<file path="config.mk">
export PLATFORM = sky130hd
export DESIGN_NAME = hsp_serial_port
export DESIGN_NICKNAME = d
export VERILOG_FILES = /design/src/hdl/hsp_pkg.sv /design/src/hdl/hsp_wd_if.sv /design/src/hdl/hsp_watchdog.sv /design/src/hdl/hsp_serial_port.sv
export VERILOG_INCLUDE_DIRS = /design/src /design/src/hdl
export SDC_FILE = /design/constraint.sdc
export NUM_CORES = 1
export LEC_CHECK = 0
export BUFFER_PORTS_ARGS = -buffer_cell sky130_fd_sc_hd__buf_4
export CORE_ASPECT_RATIO = 1.25
export CORE_MARGIN = 2
export CORE_UTILIZATION = 57
export DETAILED_ROUTE_END_ITERATION = 8
export PLACE_DENSITY = 0.86
export SYNTH_ARGS = -nofsm -noshare
export SYNTH_HDL_FRONTEND = slang
export SYNTH_SLANG_ARGS = --single-unit
</file>
<file path="constraint.sdc">
create_clock -name core_clk -period 5.5 [get_ports core_clk]
set_clock_uncertainty 0.15 [all_clocks]
set_input_delay 0.825 -clock core_clk [delete_from_list [all_inputs] [get_ports core_clk]]
set_output_delay 0.825 -clock core_clk [all_outputs]
set_load 0.02 [all_outputs]
</file>
<file path="src/hdl/hsp_map.svh">
// constants of the hdlc serial port pin block
// assumes inclusion by bare name from the package and the modules
`ifndef HSP_MAP_SVH
`define HSP_MAP_SVH

`define HSP_SYNC_STAGES 2
`define HSP_PIN_COUNT   20
`define HSP_REG_WDOG    4'h6
`define HSP_SLOT_CTRL   5'h01
`define HSP_SLOT_LAST   5'h04
`define HSP_WD_FRAMES   64
`define HSP_WD_WIDTH    12

`endif

</file>
<file path="src/hdl/hsp_pkg.sv">
// types shared by the hdlc serial port pin block
// assumes hsp_map.svh is on the include path
`include "hsp_map.svh"

package hsp_pkg;
  typedef logic [7:0] hsp_bitcnt_t;
  typedef logic [4:0] hsp_slot_t;
  typedef logic [`HSP_WD_WIDTH-1:0] hsp_wdcnt_t;
endpackage : hsp_pkg

</file>
<file path="src/hdl/hsp_wd_if.sv">
// signals between the pin block and its watchdog
// assumes one clock domain, core_clk
`timescale 1ns/1ps

interface hsp_wd_if;
  logic frame_tick;  // one frame pulse seen
  logic kick;        // watchdog register written
  logic expired;     // timer ran out, sticky until kick
  modport port (output frame_tick, output kick, input expired);
  modport wdog (input frame_tick, input kick, output expired);
endinterface : hsp_wd_if

</file>
<file path="src/hdl/hsp_watchdog.sv">
// watchdog timer clocked by frame pulses
// assumes frame_tick and kick are single-cycle pulses on core_clk
`timescale 1ns/1ps
`include "hsp_map.svh"

module hsp_watchdog
  import hsp_pkg::*;
#(
  parameter int WD_FRAMES = `HSP_WD_FRAMES
) (
  // clock and reset
  input  wire logic core_clk,
  input  wire logic sys_rst,
  // link to the pin block
  hsp_wd_if.wdog    wd
);
  // the limit must fit the counter and be reachable
  if (WD_FRAMES < 1 || WD_FRAMES >= (1 << `HSP_WD_WIDTH)) begin : g_bad_limit
    $error("hsp_watchdog: WD_FRAMES out of range");
  end

  localparam hsp_wdcnt_t LIMIT = hsp_wdcnt_t'(WD_FRAMES);

  hsp_wdcnt_t count_q;
  logic       expired_q;

  // frame counter, cleared by reset and by a write to the timer
  always_ff @(posedge core_clk or posedge sys_rst) begin
    if (sys_rst) begin
      count_q <= '0;
    end else if (wd.kick) begin
      count_q <= '0;
    end else if (wd.frame_tick && !expired_q) begin
      count_q <= count_q + hsp_wdcnt_t'(1);
    end
  end

  // expiry is sticky; a kick in the same cycle wins since software restarts
  always_ff @(posedge core_clk or posedge sys_rst) begin
    if (sys_rst) begin
      expired_q <= 1'b0;
    end else if (wd.kick) begin
      expired_q <= 1'b0;
    end else if (count_q == LIMIT) begin
      expired_q <= 1'b1;
    end
  end

  assign wd.expired = expired_q;
endmodule : hsp_watchdog

</file>
<file path="src/hdl/hsp_serial_port.sv">
// serial channel, watchdog, interrupt and processor pins of an hdlc controller
// assumes pins are asynchronous to core_clk; engine side signals are on core_clk
// Behaviour
// - external timing: transmit only with gate low, output floats when high
// - external timing: receive clocked only with gate low; internal ignores gates
// - internal timing: data in timeslots 0,2,3,4, control channel in slot 1
// - external timing: output changes on bit clock rising edge, gate low
// - external timing: input sampled on bit clock falling edge, gate low
// - watchdog output high, low on expiry or while reset held
// - interrupt asserted only for a flagged source that is enabled
// - reset returns all state to idle levels and clears the watchdog timer
// - direction high drives data bus as read, low accepts a write
`timescale 1ns/1ps
`include "hsp_map.svh"

module hsp_serial_port
  import hsp_pkg::*;
#(
  parameter int WD_FRAMES = `HSP_WD_FRAMES
) (
  // clock and reset
  input  wire logic       core_clk,
  input  wire logic       sys_rst,
  // mode, from the timing control logic
  input  wire logic       ext_timing_mode,
  input  wire logic       double_rate_clock_sel,
  // link pins
  input  wire logic       bit_clock_in,
  input  wire logic       frame_pulse_n,
  input  wire logic       transmit_gate_n,
  input  wire logic       receive_gate_n,
  input  wire logic       serial_channel_in,
  output logic            serial_channel_out,
  output logic            serial_channel_oe,
  // engine side of the serial path
  input  wire logic       tx_bit,
  output logic            tx_take,
  output logic            tx_ctrl_slot,
  output logic            rx_valid,
  output logic            rx_bit,
  output logic            rx_ctrl_slot,
  // watchdog and interrupt pins
  output logic            watchdog_out,
  input  wire logic [7:0] irq_flags,
  input  wire logic [7:0] irq_enable,
  output logic            irq_n_o,
  output logic            irq_n_oe,
  // processor pins
  input  wire logic [3:0] register_select,
  input  wire logic       chip_select_n,
  input  wire logic       read_not_write,
  input  wire logic       enable_strobe,
  input  wire logic [7:0] data_in,
  output logic [7:0]      data_out,
  output logic            data_oe,
  // processor side towards the register file
  input  wire logic [7:0] read_data,
  output logic [3:0]      reg_addr,
  output logic            wr_pulse,
  output logic [7:0]      wr_data
);
  // ---------------------------------------------------------------
  // pin synchronisers
  // ---------------------------------------------------------------
  localparam int NP = `HSP_PIN_COUNT;
  // chip select, serial in, both gates and the frame pulse rest high; the flops
  // reset to these levels so no false frame edge or select follows a reset
  localparam logic [NP-1:0] PIN_IDLE = 20'h0003E;

  logic [NP-1:0] pins_raw;
  logic [NP-1:0] sync1_q;
  logic [NP-1:0] sync2_q;

  assign pins_raw = {data_in, register_select, enable_strobe, read_not_write,
                     chip_select_n, serial_channel_in, receive_gate_n,
                     transmit_gate_n, frame_pulse_n, bit_clock_in};

  // two flops per pin; only the second stage is read by any logic
  for (genvar i = 0; i < NP; i++) begin : g_sync
    always_ff @(posedge core_clk or posedge sys_rst) begin
      if (sys_rst) begin
        sync1_q[i] <= PIN_IDLE[i];
        sync2_q[i] <= PIN_IDLE[i];
      end else begin
        sync1_q[i] <= pins_raw[i];
        sync2_q[i] <= sync1_q[i];
      end
    end
  end

  logic       clk_s, fp_n_s, txg_n_s, rxg_n_s, sin_s, cs_n_s, rw_s, en_s;
  logic [3:0] addr_s;
  logic [7:0] din_s;
  assign {din_s, addr_s, en_s, rw_s, cs_n_s, sin_s, rxg_n_s, txg_n_s, fp_n_s, clk_s} = sync2_q;

  // ---------------------------------------------------------------
  // bit clock and frame edges
  // ---------------------------------------------------------------
  logic clk_prev_q, fp_prev_q;

  always_ff @(posedge core_clk or posedge sys_rst) begin
    if (sys_rst) begin
      clk_prev_q <= 1'b0;
      fp_prev_q  <= 1'b1;
    end else begin
      clk_prev_q <= clk_s;
      fp_prev_q  <= fp_n_s;
    end
  end

  logic rise_e, fall_e, frame_start;
  assign rise_e      = clk_s && !clk_prev_q;
  assign fall_e      = !clk_s && clk_prev_q;
  assign frame_start = !fp_n_s && fp_prev_q;

  // ---------------------------------------------------------------
  // internal timing: bit position within the frame
  // ---------------------------------------------------------------
  hsp_bitcnt_t bit_cnt_q;
  logic        half_q;     // first clock of a bit in double rate
  logic        started_q;  // a bit has been launched, not yet sampled
  hsp_slot_t   slot;
  logic        slot_used;

  assign slot      = bit_cnt_q[7:3];
  assign slot_used = slot <= `HSP_SLOT_LAST;

  logic bit_start, bit_sample;

  // gates count only in external mode; internal mode ignores them
  always_comb begin
    if (ext_timing_mode) begin
      bit_start  = rise_e && !txg_n_s;
      bit_sample = fall_e && !rxg_n_s;
    end else begin
      bit_start  = rise_e && !frame_start && (!double_rate_clock_sel || !half_q);
      bit_sample = fall_e && started_q && (!double_rate_clock_sel || half_q);
    end
  end

  // frame pulse realigns the counter; the clock rate picks one or two clocks a bit
  always_ff @(posedge core_clk or posedge sys_rst) begin
    if (sys_rst) begin
      bit_cnt_q <= '0;
      half_q    <= 1'b0;
      started_q <= 1'b0;
    end else if (!ext_timing_mode && frame_start) begin
      bit_cnt_q <= '0;
      half_q    <= 1'b0;
      started_q <= 1'b0;
    end else if (!ext_timing_mode) begin
      if (rise_e) begin
        half_q <= double_rate_clock_sel ? !half_q : 1'b0;
      end
      if (bit_start) begin
        started_q <= 1'b1;
      end else if (bit_sample) begin
        started_q <= 1'b0;
        bit_cnt_q <= bit_cnt_q + hsp_bitcnt_t'(1);
      end
    end
  end

  // ---------------------------------------------------------------
  // transmit path
  // ---------------------------------------------------------------
  logic tx_live;
  assign tx_live      = ext_timing_mode || slot_used;
  assign tx_take      = bit_start && tx_live;
  assign tx_ctrl_slot = !ext_timing_mode && slot == `HSP_SLOT_CTRL;

  logic sout_q, soe_q;

  // output bit changes only when a bit is launched
  always_ff @(posedge core_clk or posedge sys_rst) begin
    if (sys_rst) begin
      sout_q <= 1'b1;
    end else if (tx_take) begin
      sout_q <= tx_bit;
    end
  end

  // drive only inside used slots, or while the transmit gate is low
  always_ff @(posedge core_clk or posedge sys_rst) begin
    if (sys_rst) begin
      soe_q <= 1'b0;
    end else if (ext_timing_mode) begin
      soe_q <= !txg_n_s;
    end else if (bit_start) begin
      soe_q <= slot_used;
    end
  end

  assign serial_channel_out = sout_q;
  assign serial_channel_oe  = soe_q;

  // ---------------------------------------------------------------
  // receive path
  // ---------------------------------------------------------------
  logic rx_valid_q, rx_bit_q, rx_ctrl_q;

  always_ff @(posedge core_clk or posedge sys_rst) begin
    if (sys_rst) begin
      rx_valid_q <= 1'b0;
      rx_bit_q   <= 1'b0;
      rx_ctrl_q  <= 1'b0;
    end else begin
      rx_valid_q <= bit_sample && tx_live;
      if (bit_sample) begin
        rx_bit_q  <= sin_s;
        rx_ctrl_q <= tx_ctrl_slot;
      end
    end
  end

  assign rx_valid     = rx_valid_q;
  assign rx_bit       = rx_bit_q;
  assign rx_ctrl_slot = rx_ctrl_q;

  // ---------------------------------------------------------------
  // processor port
  // ---------------------------------------------------------------
  logic sel, en_prev_q;
  assign sel = !cs_n_s && en_s;

  // read data is registered so the bus sees a stable byte
  always_ff @(posedge core_clk or posedge sys_rst) begin
    if (sys_rst) begin
      data_out  <= '0;
      en_prev_q <= 1'b0;
    end else begin
      en_prev_q <= en_s;
      if (sel && rw_s) begin
        data_out <= read_data;
      end
    end
  end

  assign data_oe = sel && rw_s;

  // a write is taken on the strobe's falling edge, when data has settled
  always_ff @(posedge core_clk or posedge sys_rst) begin
    if (sys_rst) begin
      wr_pulse <= 1'b0;
      reg_addr <= '0;
      wr_data  <= '0;
    end else begin
      wr_pulse <= 1'b0;
      if (sel) begin
        reg_addr <= addr_s;
      end
      if (!en_s && en_prev_q && !cs_n_s && !rw_s) begin
        wr_pulse <= 1'b1;
        wr_data  <= din_s;
      end
    end
  end

  // ---------------------------------------------------------------
  // watchdog and interrupt
  // ---------------------------------------------------------------
  hsp_wd_if wd ();
  assign wd.frame_tick = frame_start;
  assign wd.kick       = wr_pulse && reg_addr == `HSP_REG_WDOG;

  hsp_watchdog #(.WD_FRAMES(WD_FRAMES)) u_wdog (
    .core_clk (core_clk),
    .sys_rst  (sys_rst),
    .wd       (wd)
  );

  // low during reset and after expiry
  always_ff @(posedge core_clk or posedge sys_rst) begin
    if (sys_rst) begin
      watchdog_out <= 1'b0;
    end else begin
      watchdog_out <= !wd.expired;
    end
  end

  assign irq_n_o  = 1'b0;
  assign irq_n_oe = |(irq_flags & irq_enable);
endmodule : hsp_serial_port

</file>
==> qor.csv, run 1 <==
metric,value,unit
slowest_delay,0.42,ns
routedWlPerCell,16.2,um
cts_resized,0,
postPlaceCellArea,4120,um^2
critPathKind,reg -> out,
dpl.hpwl,4790,um
multi_input_area,1070,um^2
outcome,"finished, final reports clean",
cts_root_buffer,clkbuf_8,
mostFrequentLayoutCells,"dfrtp_1 (81), buf_4 (80), mux2_2 (23)",
initial_core_util,0.595,
cts_setup_buffers,0,
setup_slack,2.72,ns
place_ws,2.86,ns
synth_cell_types,44,
route.met2.wl,3580,um
grt_pass1_vias,2285,
final_common_cell,dfrtp_1,
netlist_instances,251,
crit_path_cell_trace,"nor2b_1, nand2_1, inv_1, buf_4",
synthFlopType,dfrtp_1,
hold_buffers,0,
async_flop_share,1.00,
finalWirelength,6600,um
max-clock-path-buffers,2,
hold_viol,0,
core-area,5820,um^2
powerDensity,347,nW/um^2
rows,31,
htreeDepth,3,
overflow,0,
relSlewSlack,0.446,
ys_ff_latch,93,
gp_congestion,0.911,
met3_length,313,um
yosysTopAreaCell,dfrtp_1,
vias,2240,
regArea,2340,um^2
n_antenna_cell,0,
avgSynthCellArea,13.8,um^2
nets,389,
grtUsageTotal,0.217,
synth_area,3460,um^2
clock.fmax,360,MHz
peakVddDrop,0.245,mV
drive_above_1_share,0.401,
drc,0,
fin_area,4310,um^2
synth_top_area_share,0.585,
synth_fp_nets,303,
cp_max_fo,9,
min_period_over_period,0.505,
die_w,73.7,um
cp.required,4.53,ns
maxCapViolCount,0,
syn_to_final_growth,24.4,%
seq_area_frac_synth,0.676,
setup_violations,0,
cp-start-kind,flop,
avgViaCountPerCell,5.49,
cp_slowest_cell,dfrtp_1,
yosys-top-cells-area,"dfrtp_1 (59%), dfstp_2 (9.1%), mux2_2 (7.5%)",
fin_tns_setup,0,ns
grt_max_degree,51,
synth_warnings,0,
nFillCells,389,
hold_class,reg -> reg,
cp.arrival,1.80,ns
endpoint_kind,output pin,
top_layer,met4,
detail_route.first_pass.iterations,4,
cts_made_buffers,9,
path_clk_slew,0.09,ns
grt_pass1_wl,10800,um
worst_pin_slew,0.828,ns
clock_latency,0.36,ns
num_io_pins,81,
antenna_found_initial,0,
synth_edf_count,0,
rsz0062_at_grt,no,
die_h,91.2,um
cts.sinks,93,
cts_tree,yes,
port_buffers,79,
finalCoreUtilization,0.741,
drv_slew,0,
drt_iter0_drc,111,
die-area,6720,um^2
met1Wirelength,2620,um
leakagePower,0.00201,uW
final_antenna_net_count,0,
min_period,2.78,ns
[worst paths after layout]
kind,start,endpoint,slack (ns),depth (start not counted)
setup / recovery,en_s$_DFF_PP0_,data_oe,2.72,4
hold / removal,sync1_q[11]$_DFF_PP0_,addr_s[3]$_DFF_PP0_,0.20,0
setup reg to reg,fp_prev_q$_DFF_PP1_,u_wdog.count_q[11]$_DFFE_PP0P_,3.56,4
hold reg to reg,sync1_q[11]$_DFF_PP0_,addr_s[3]$_DFF_PP0_,0.20,0
max in group asynchronous,sys_rst,din_s[0]$_DFF_PP0_,3.73,3
min in group asynchronous,sys_rst,data_out[1]$_DFFE_PP0P_,0.43,2
[Yosys cell counts (all sizes together) (2+ instances only)]
library cell and instances:
dfrtp 81, ha 3, and2 2, nor2 19, nand3 8, a22oi 4
nand4b 2, buf 3, clkbuf 2, inv 6, nor3b 4, and3 2
a21oi 9, nand4 9, nor2b 6, xnor2 4, nand2 9, nor4b 2
o21ai 9, or3 5, nor4 3, and4 3, a31oi 2, mux2 23
xor2 7, nand2b 2, dfstp 12
[per-stage QoR]
| stage | instances | hold slack, ns | total power [uW] |
|---|---|---|---|
| after floorplan | 251 | 0.181 | 964 |
| after global placement | 392 | 0.182 | 1070 |
| after detailed placement | 392 | 0.185 | 1080 |
| after CTS | 408 | 0.206 | 1510 |
| after global routing | 408 | 0.210 | 1580 |
| final | 408 | 0.205 | 1490 |
[logic make-up after synthesis]
logic type,share of synthesized area
flip-flops,0.676
multiplexers,0.0776
AND/OR/NAND/NOR,0.146
other,0.00108
XOR/XNOR,0.0278
adder cells (fa/ha/maj),0.0108
AO/OA/AOI/OAI,0.0455
buffers and inverters,0.0155
[sequential cells by signal, summed over array words and instances (netlist names), 4 cells and up]
name and count:
addr_s 4, bit_cnt_q 8, data_out 8, din_s 8, reg_addr 4, sync1_q 20, u_wdog.count_q 12, wr_data 8
[layer usage]
layer  global-route usage  up-vias
li1                     -     1057
met1                0.266     1128
met2                0.358       46
met3               0.0688        9
met4               0.0773        0
met5                    0        -
[final cells by class]
| cell class | instances | area share |
|---|---|---|
| flip-flops and latches | 93 | 0.544 |
| inverters | 6 | 0.00552 |
| repair buffers | 80 | 0.139 |
| multi-input cells | 147 | 0.248 |
| clock buffers | 9 | 0.0287 |
| clock inverters | 7 | 0.0157 |
| well taps | 66 | 0.0192 |
[report_power, final]
part | switching (uW) | internal, uW
registers | 56.2 | 759
logic | 131 | 124
clock network | 247 | 176
[worst max-delay path: cells and delay by family (launching register included)]
family        cells  cell delay (ns)
simple gates      2             0.73
flops             1             0.42
buf+inv           2             0.30
Note: power is estimated with default switching activity, not from simulation.
==> inputs of run 2 (changes only) <==
--- a/config.mk
+++ b/config.mk
@@ -9,9 +9,9 @@
 export BUFFER_PORTS_ARGS = -buffer_cell sky130_fd_sc_hd__buf_4
 export CORE_ASPECT_RATIO = 1.25
 export CORE_MARGIN = 2
-export CORE_UTILIZATION = 57
+export CORE_UTILIZATION = 53
 export DETAILED_ROUTE_END_ITERATION = 8
-export PLACE_DENSITY = 0.86
+export PLACE_DENSITY = 0.81
 export SYNTH_ARGS = -nofsm -noshare
 export SYNTH_HDL_FRONTEND = slang
 export SYNTH_SLANG_ARGS = --single-unit
==> constraint.sdc (replaced) <==
create_clock -name core_clk -period 2.6 [get_ports core_clk]
set_clock_uncertainty 0.15 [all_clocks]
set_input_delay 0.39 -clock core_clk [delete_from_list [all_inputs] [get_ports core_clk]]
set_output_delay 0.39 -clock core_clk [all_outputs]
set_load 0.02 [all_outputs]
==> qor.csv, run 2 (synthesis results as in run 1) <==
metric,value,unit
outcome,"complete, but fails checks",
violations,negative hold slack,
syn_to_final_growth,32.2,%
rsz0062_at_grt,no,
n_antenna_cell,0,
powerDensity,721,nW/um^2
die_h,94.4,um
drv_slew,0,
final_antenna_net_count,0,
drt_iter0_drc,141,
grt_pass1_wl,12100,um
cts_tree,yes,
cp_slowest_cell,dfrtp_1,
crit_path_cell_trace,"nor2b_1, nand2_1, inv_1, buf_4",
largest_reg_flops,20,
cts_root_buffer,clkbuf_8,
cp-start-kind,flop,
routedWlPerCell,16.4,um
min_period,2.35,ns
grt_max_degree,43,
die_w,76.3,um
dpl.hpwl,4480,um
gp_congestion,0.858,
antenna_found_initial,0,
core-area,6250,um^2
rows,32,
reg_top3,"sync1_q: 20 flops, u_wdog.count_q: 12 flops",
drive_above_1_share,0.382,
cp_max_fo,9,
rrSetupSlack,0.73,ns
setup_violations,0,
grt_pass1_vias,2479,
min_period_over_period,0.905,
cts_made_buffers,9,
grtUsageTotal,0.219,
cp.required,2.06,ns
top_register,sync1_q,
endpoint_kind,output pin,
maxCapViolCount,0,
crit_buf_inv,2,
htreeDepth,3,
place_ws,0.655,ns
setup_slack,0.247,ns
vias,2349,
clock.fmax,425,MHz
hold_class,in -> async,
drc,0,
cp.arrival,1.81,ns
num_io_pins,81,
max-clock-path-buffers,2,
clock_latency,0.35,ns
overflow,0,
detail_route.first_pass.iterations,4,
finalWirelength,7370,um
leakagePower,0.00210,uW
critPathKind,reg -> out,
hold_viol,1,
timing.hold.ws,-0.00000167,ns
nets,411,
slowest_delay,0.42,ns
worst_pin_slew,0.729,ns
peakVddDrop,0.764,mV
avgViaCountPerCell,5.23,
relSlewSlack,0.513,
cts.sinks,93,
port_buffers,79,
path_clk_slew,0.09,ns
mostFrequentLayoutCells,"dfrtp_1 (81), buf_4 (81), mux2_2 (23)",
cp_top_family,simple AND/OR/NAND/NOR gates,
die-area,7200,um^2
cts_setup_buffers,0,
initial_core_util,0.555,
fin_tns_setup,0,ns
## run 2: power breakdown
| part | internal (uW) | switching [uW] |
|---|---|---|
| sequential | 1610 | 133 |
| combinational | 286 | 282 |
| clock | 476 | 519 |
## run 2: repair_timing
action	CTS	global route
hold buffers	20	0
gates resized for setup	0	0
hold endpoints to repair	20	0
## run 2: worst reg2reg max path, cell delays in order (launching register included)
cell and delay (ns):
dfstp_2 0.55, nand2b_1 0.18, nor4_1 0.47, or3b_1 0.38, o21ai_1 0.07
## run 2: layout make-up
| class | count | area [um^2] |
|---|---|---|
| sequential | 93 | 2340 |
| timing repair buffer | 102 | 828 |
| clock inverter | 6 | 70.1 |
| fill | 419 | 1670 |
| tap | 85 | 106 |
| multi-input combinational | 147 | 1070 |
| clock buffer | 10 | 138 |
| inverter | 6 | 26.3 |
## run 2: through the flow
stage                util  std cells  area [um^2]  hold slack (ns)  total power, uW
floorplan               -        251         3470            0.181             2040
global placement    0.668        413         4170            0.182             2270
detailed placement  0.668        413         4170            0.185             2300
CTS                 0.733        449         4580           0.0132             3300
global route        0.733        449         4580           0.0495             3450
finish              0.733        449         4580      -0.00000167             3300
## run 2: final timing paths
| path | from | endpoint | depth (start not counted) |
|---|---|---|---|
| worst max-delay path | en_s$_DFF_PP0_ | data_oe | 4 |
| worst min-delay path | sys_rst | din_s[2]$_DFF_PP0_ | 2 |
| worst max register to register | fp_prev_q$_DFF_PP1_ | u_wdog.count_q[11]$_DFFE_PP0P_ | 4 |
| worst min register to register | sync1_q[18]$_DFF_PP0_ | din_s[6]$_DFF_PP0_ | 0 |
| max in group asynchronous | sys_rst | fp_prev_q$_DFF_PP1_ | 3 |
| min in group core_clk | read_data[7] | data_out[7]$_DFFE_PP0P_ | 2 |
## run 2: routing by layer
| layer | GRT usage | vias to the layer above | part of all wire |
|---|---|---|---|
| met2 | 0.389 | 67 | 0.54 |
| met1 | 0.255 | 1166 | 0.39 |
| met3 | 0.0574 | 22 | 0.039 |
| met5 | 0 | - | 0 |
| li1 | - | 1094 | - |
| met4 | 0.0909 | 0 | 0.028 |
==> inputs of run 3 (changes only) <==
--- a/config.mk
+++ b/config.mk
@@ -7,11 +7,13 @@
 export NUM_CORES = 1
 export LEC_CHECK = 0
 export BUFFER_PORTS_ARGS = -buffer_cell sky130_fd_sc_hd__buf_4
-export CORE_ASPECT_RATIO = 1.25
+export CAP_MARGIN = 15
+export CORE_ASPECT_RATIO = 0.8
 export CORE_MARGIN = 2
 export CORE_UTILIZATION = 53
 export DETAILED_ROUTE_END_ITERATION = 8
 export PLACE_DENSITY = 0.81
 export SYNTH_ARGS = -nofsm -noshare
 export SYNTH_HDL_FRONTEND = slang
+export SYNTH_HIERARCHICAL = 1
 export SYNTH_SLANG_ARGS = --single-unit
==> qor.csv, run 3 <==
metric,value,unit
outcome,"finished, final reports clean",
relSlewSlack,0.587,
routedWlPerCell,15.3,um
fin_tns_setup,0,ns
hold_viol,0,
p_total,3230,uW
final_common_cell,dfrtp_1,
postPlaceCellArea,4230,um^2
grt_max_degree,63,
detail_route.first_pass.iterations,5,
synth_cell_types,46,
core-area,6410,um^2
clock.fmax,415,MHz
timing.hold.ws,0.100,ns
drive_above_1_share,0.389,
seq_area_frac_synth,0.663,
setup_violations,0,
async_flop_share,1.00,
n_antenna_cell,0,
rsz0062_at_grt,no,
cp.required,2.06,ns
yosysTopAreaCell,dfrtp_1,
final_antenna_net_count,0,
netlist_instances,256,
largest_reg_flops,20,
max-clock-path-buffers,2,
cp.arrival,1.87,ns
avgViaCountPerCell,5.23,
top_register,sync1_q,
cts_setup_buffers,0,
maxCapViolCount,0,
synth_fp_nets,308,
num_io_pins,81,
cts_root_buffer,clkbuf_8,
finalWirelength,6910,um
synth_warnings,6,
holdPathEnd,data_out[0]$_DFFE_PP0P_,
syn_to_final_growth,30.9,%
htreeDepth,3,
gp_congestion,0.814,
setup_slack,0.191,ns
dpl.hpwl,4600,um
leakagePower,0.00219,uW
reg_top3,"sync1_q: 20 flops, u_wdog/count_q: 12 flops",
nFillCells,409,
cp-start-kind,flop,
min_period,2.41,ns
min_period_over_period,0.926,
synthFlopType,dfrtp_1,
nets,415,
avgSynthCellArea,13.8,um^2
critPathKind,reg -> out,
port_buffers,79,
vias,2362,
rrSetupSlack,0.39,ns
ys_top_cells_by_count,"dfrtp_1 (81), mux2_2 (25), nor2_1 (16), nand2_1 (13), dfstp_2 (12)",
synth_top_area_share,0.573,
cts_resized,0,
synth_area,3530,um^2
drc,0,
antenna_found_initial,0,
clock_latency,0.37,ns
mostFrequentLayoutCells,"dfrtp_1 (81), buf_4 (79), mux2_2 (25)",
grt_pass1_wl,11800,um
grtUsageTotal,0.210,
cts_tree,yes,
initial_core_util,0.552,
peakVddDrop,0.514,mV
synth_edf_count,0,
drv_slew,0,
die_h,77.0,um
path_clk_slew,0.10,ns
rows,26,
overflow,0,
die-area,7340,um^2
r2r_start,fp_prev_q$_DFF_PP1_,
ys_ff_latch,93,
die_w,95.3,um
worst_pin_slew,0.617,ns
fin_area,4630,um^2
cts.sinks,93,
endpoint_kind,output pin,
yosys-top-cells-area,"dfrtp_1 (57%), dfstp_2 (8.9%), mux2_2 (8.0%)",
place_ws,0.434,ns
hold_class,in -> reg,
yosysMostFrequentCell,dfrtp_1,
cp_max_fo,7,
grt_pass1_vias,2464,
drt_iter0_drc,94,
cts_made_buffers,9,
min_from,read_data[0],
powerDensity,699,nW/um^2
hold_depth,2,
r2r_cells,5,
r2r-end,u_wdog/count_q[9]$_DFFE_PP0P_,
-- run 3: cell count changes after synthesis, moves of 3 or more --
cell      before  now
mux2i_1        1    7
nand2b_1       2    8
xor2_1         7    1
o31ai_1        1    6
or4_1          1    6
nand2_1        9   13
inv_1          6    9
nand3_1        7    4
nand4_1        8    5
nor2_1        19   16
nor3b_1        3    0
or3_1          5    2
xnor2_1        4    1
-- run 3: critical path, stage by stage, from the launching register on --
cell and delay (ns):
dfstp_2 0.54, nand2b_1 0.25, nand3_1 0.22, o31ai_2 0.30, buf_4 0.20
-- run 3: final cells by class --
cell class | count | area (um^2) | share of cell area
multi-input combinational | 149 | 1130 | 0.245
timing repair buffer | 101 | 823 | 0.178
clock inverter | 7 | 62.6 | 0.0135
clock buffer | 9 | 124 | 0.0268
sequential | 93 | 2340 | 0.506
inverter | 9 | 35.0 | 0.00757
tap | 84 | 105 | 0.0227
-- run 3: repair_timing --
item,4_1_cts,5_1_grt
hold buffers,21,0
endpoints found under the setup margin,0,0
hold endpoints to repair,51,0
-- run 3: metal layers --
metal | vias to the layer above | track usage | wire, um
met5 | - | 0 | 0
met4 | 0 | 0.0362 | 33
met3 | 5 | 0.0845 | 454
met2 | 71 | 0.330 | 3530
met1 | 1170 | 0.279 | 2890
li1 | 1116 | - | -
-- run 3: how the worst max path moves through the flow --
| stage | startpoint | to | slack [ns] |
|---|---|---|---|
| global placement | fp_prev_q$_DFF_PP1_ | u_wdog/count_q[9]$_DFFE_PP0P_ | 0.53 |
| CTS | fp_n_s$_DFF_PP1_ | tx_take | 0.20 |
| global route | fp_n_s$_DFF_PP1_ | tx_take | 0.07 |
| finish | fp_n_s$_DFF_PP1_ | tx_take | 0.19 |
| floorplan | sys_rst | addr_s[0]$_DFF_PP0_ | 0.03 |
| detailed placement | fp_prev_q$_DFF_PP1_ | u_wdog/count_q[9]$_DFFE_PP0P_ | 0.43 |
-- run 3: stage by stage --
step	util	instances
6_report	0.722	452
5_1_grt	0.722	452
4_1_cts	0.722	452
3_5_place_dp	0.660	415
3_3_place_gp	0.660	415
2_1_floorplan	-	256
-- run 3: cells by family (layout without fill, tap and decap cells) --
group / Yosys count / in the layout / synth area share
compound gates: 30 / 30 / 0.0549
xor+xnor: 2 / 2 / 0.00496
fa+ha+maj: 3 / 3 / 0.0106
buf+inv: 14 / 126 / 0.0166
flops: 93 / 93 / 0.663
mux: 32 / 32 / 0.0995
other cells: 1 / 1 / 0.00106
simple gates: 81 / 81 / 0.150
-- run 3: power by group --
part           leakage, uW  total [uW]  internal, uW  switching (uW)
Clock            0.0000984         915           371             544
Sequential         0.00112        1730          1600             129
Combinational     0.000972         582           288             294
Total              0.00219        3230          2260             967
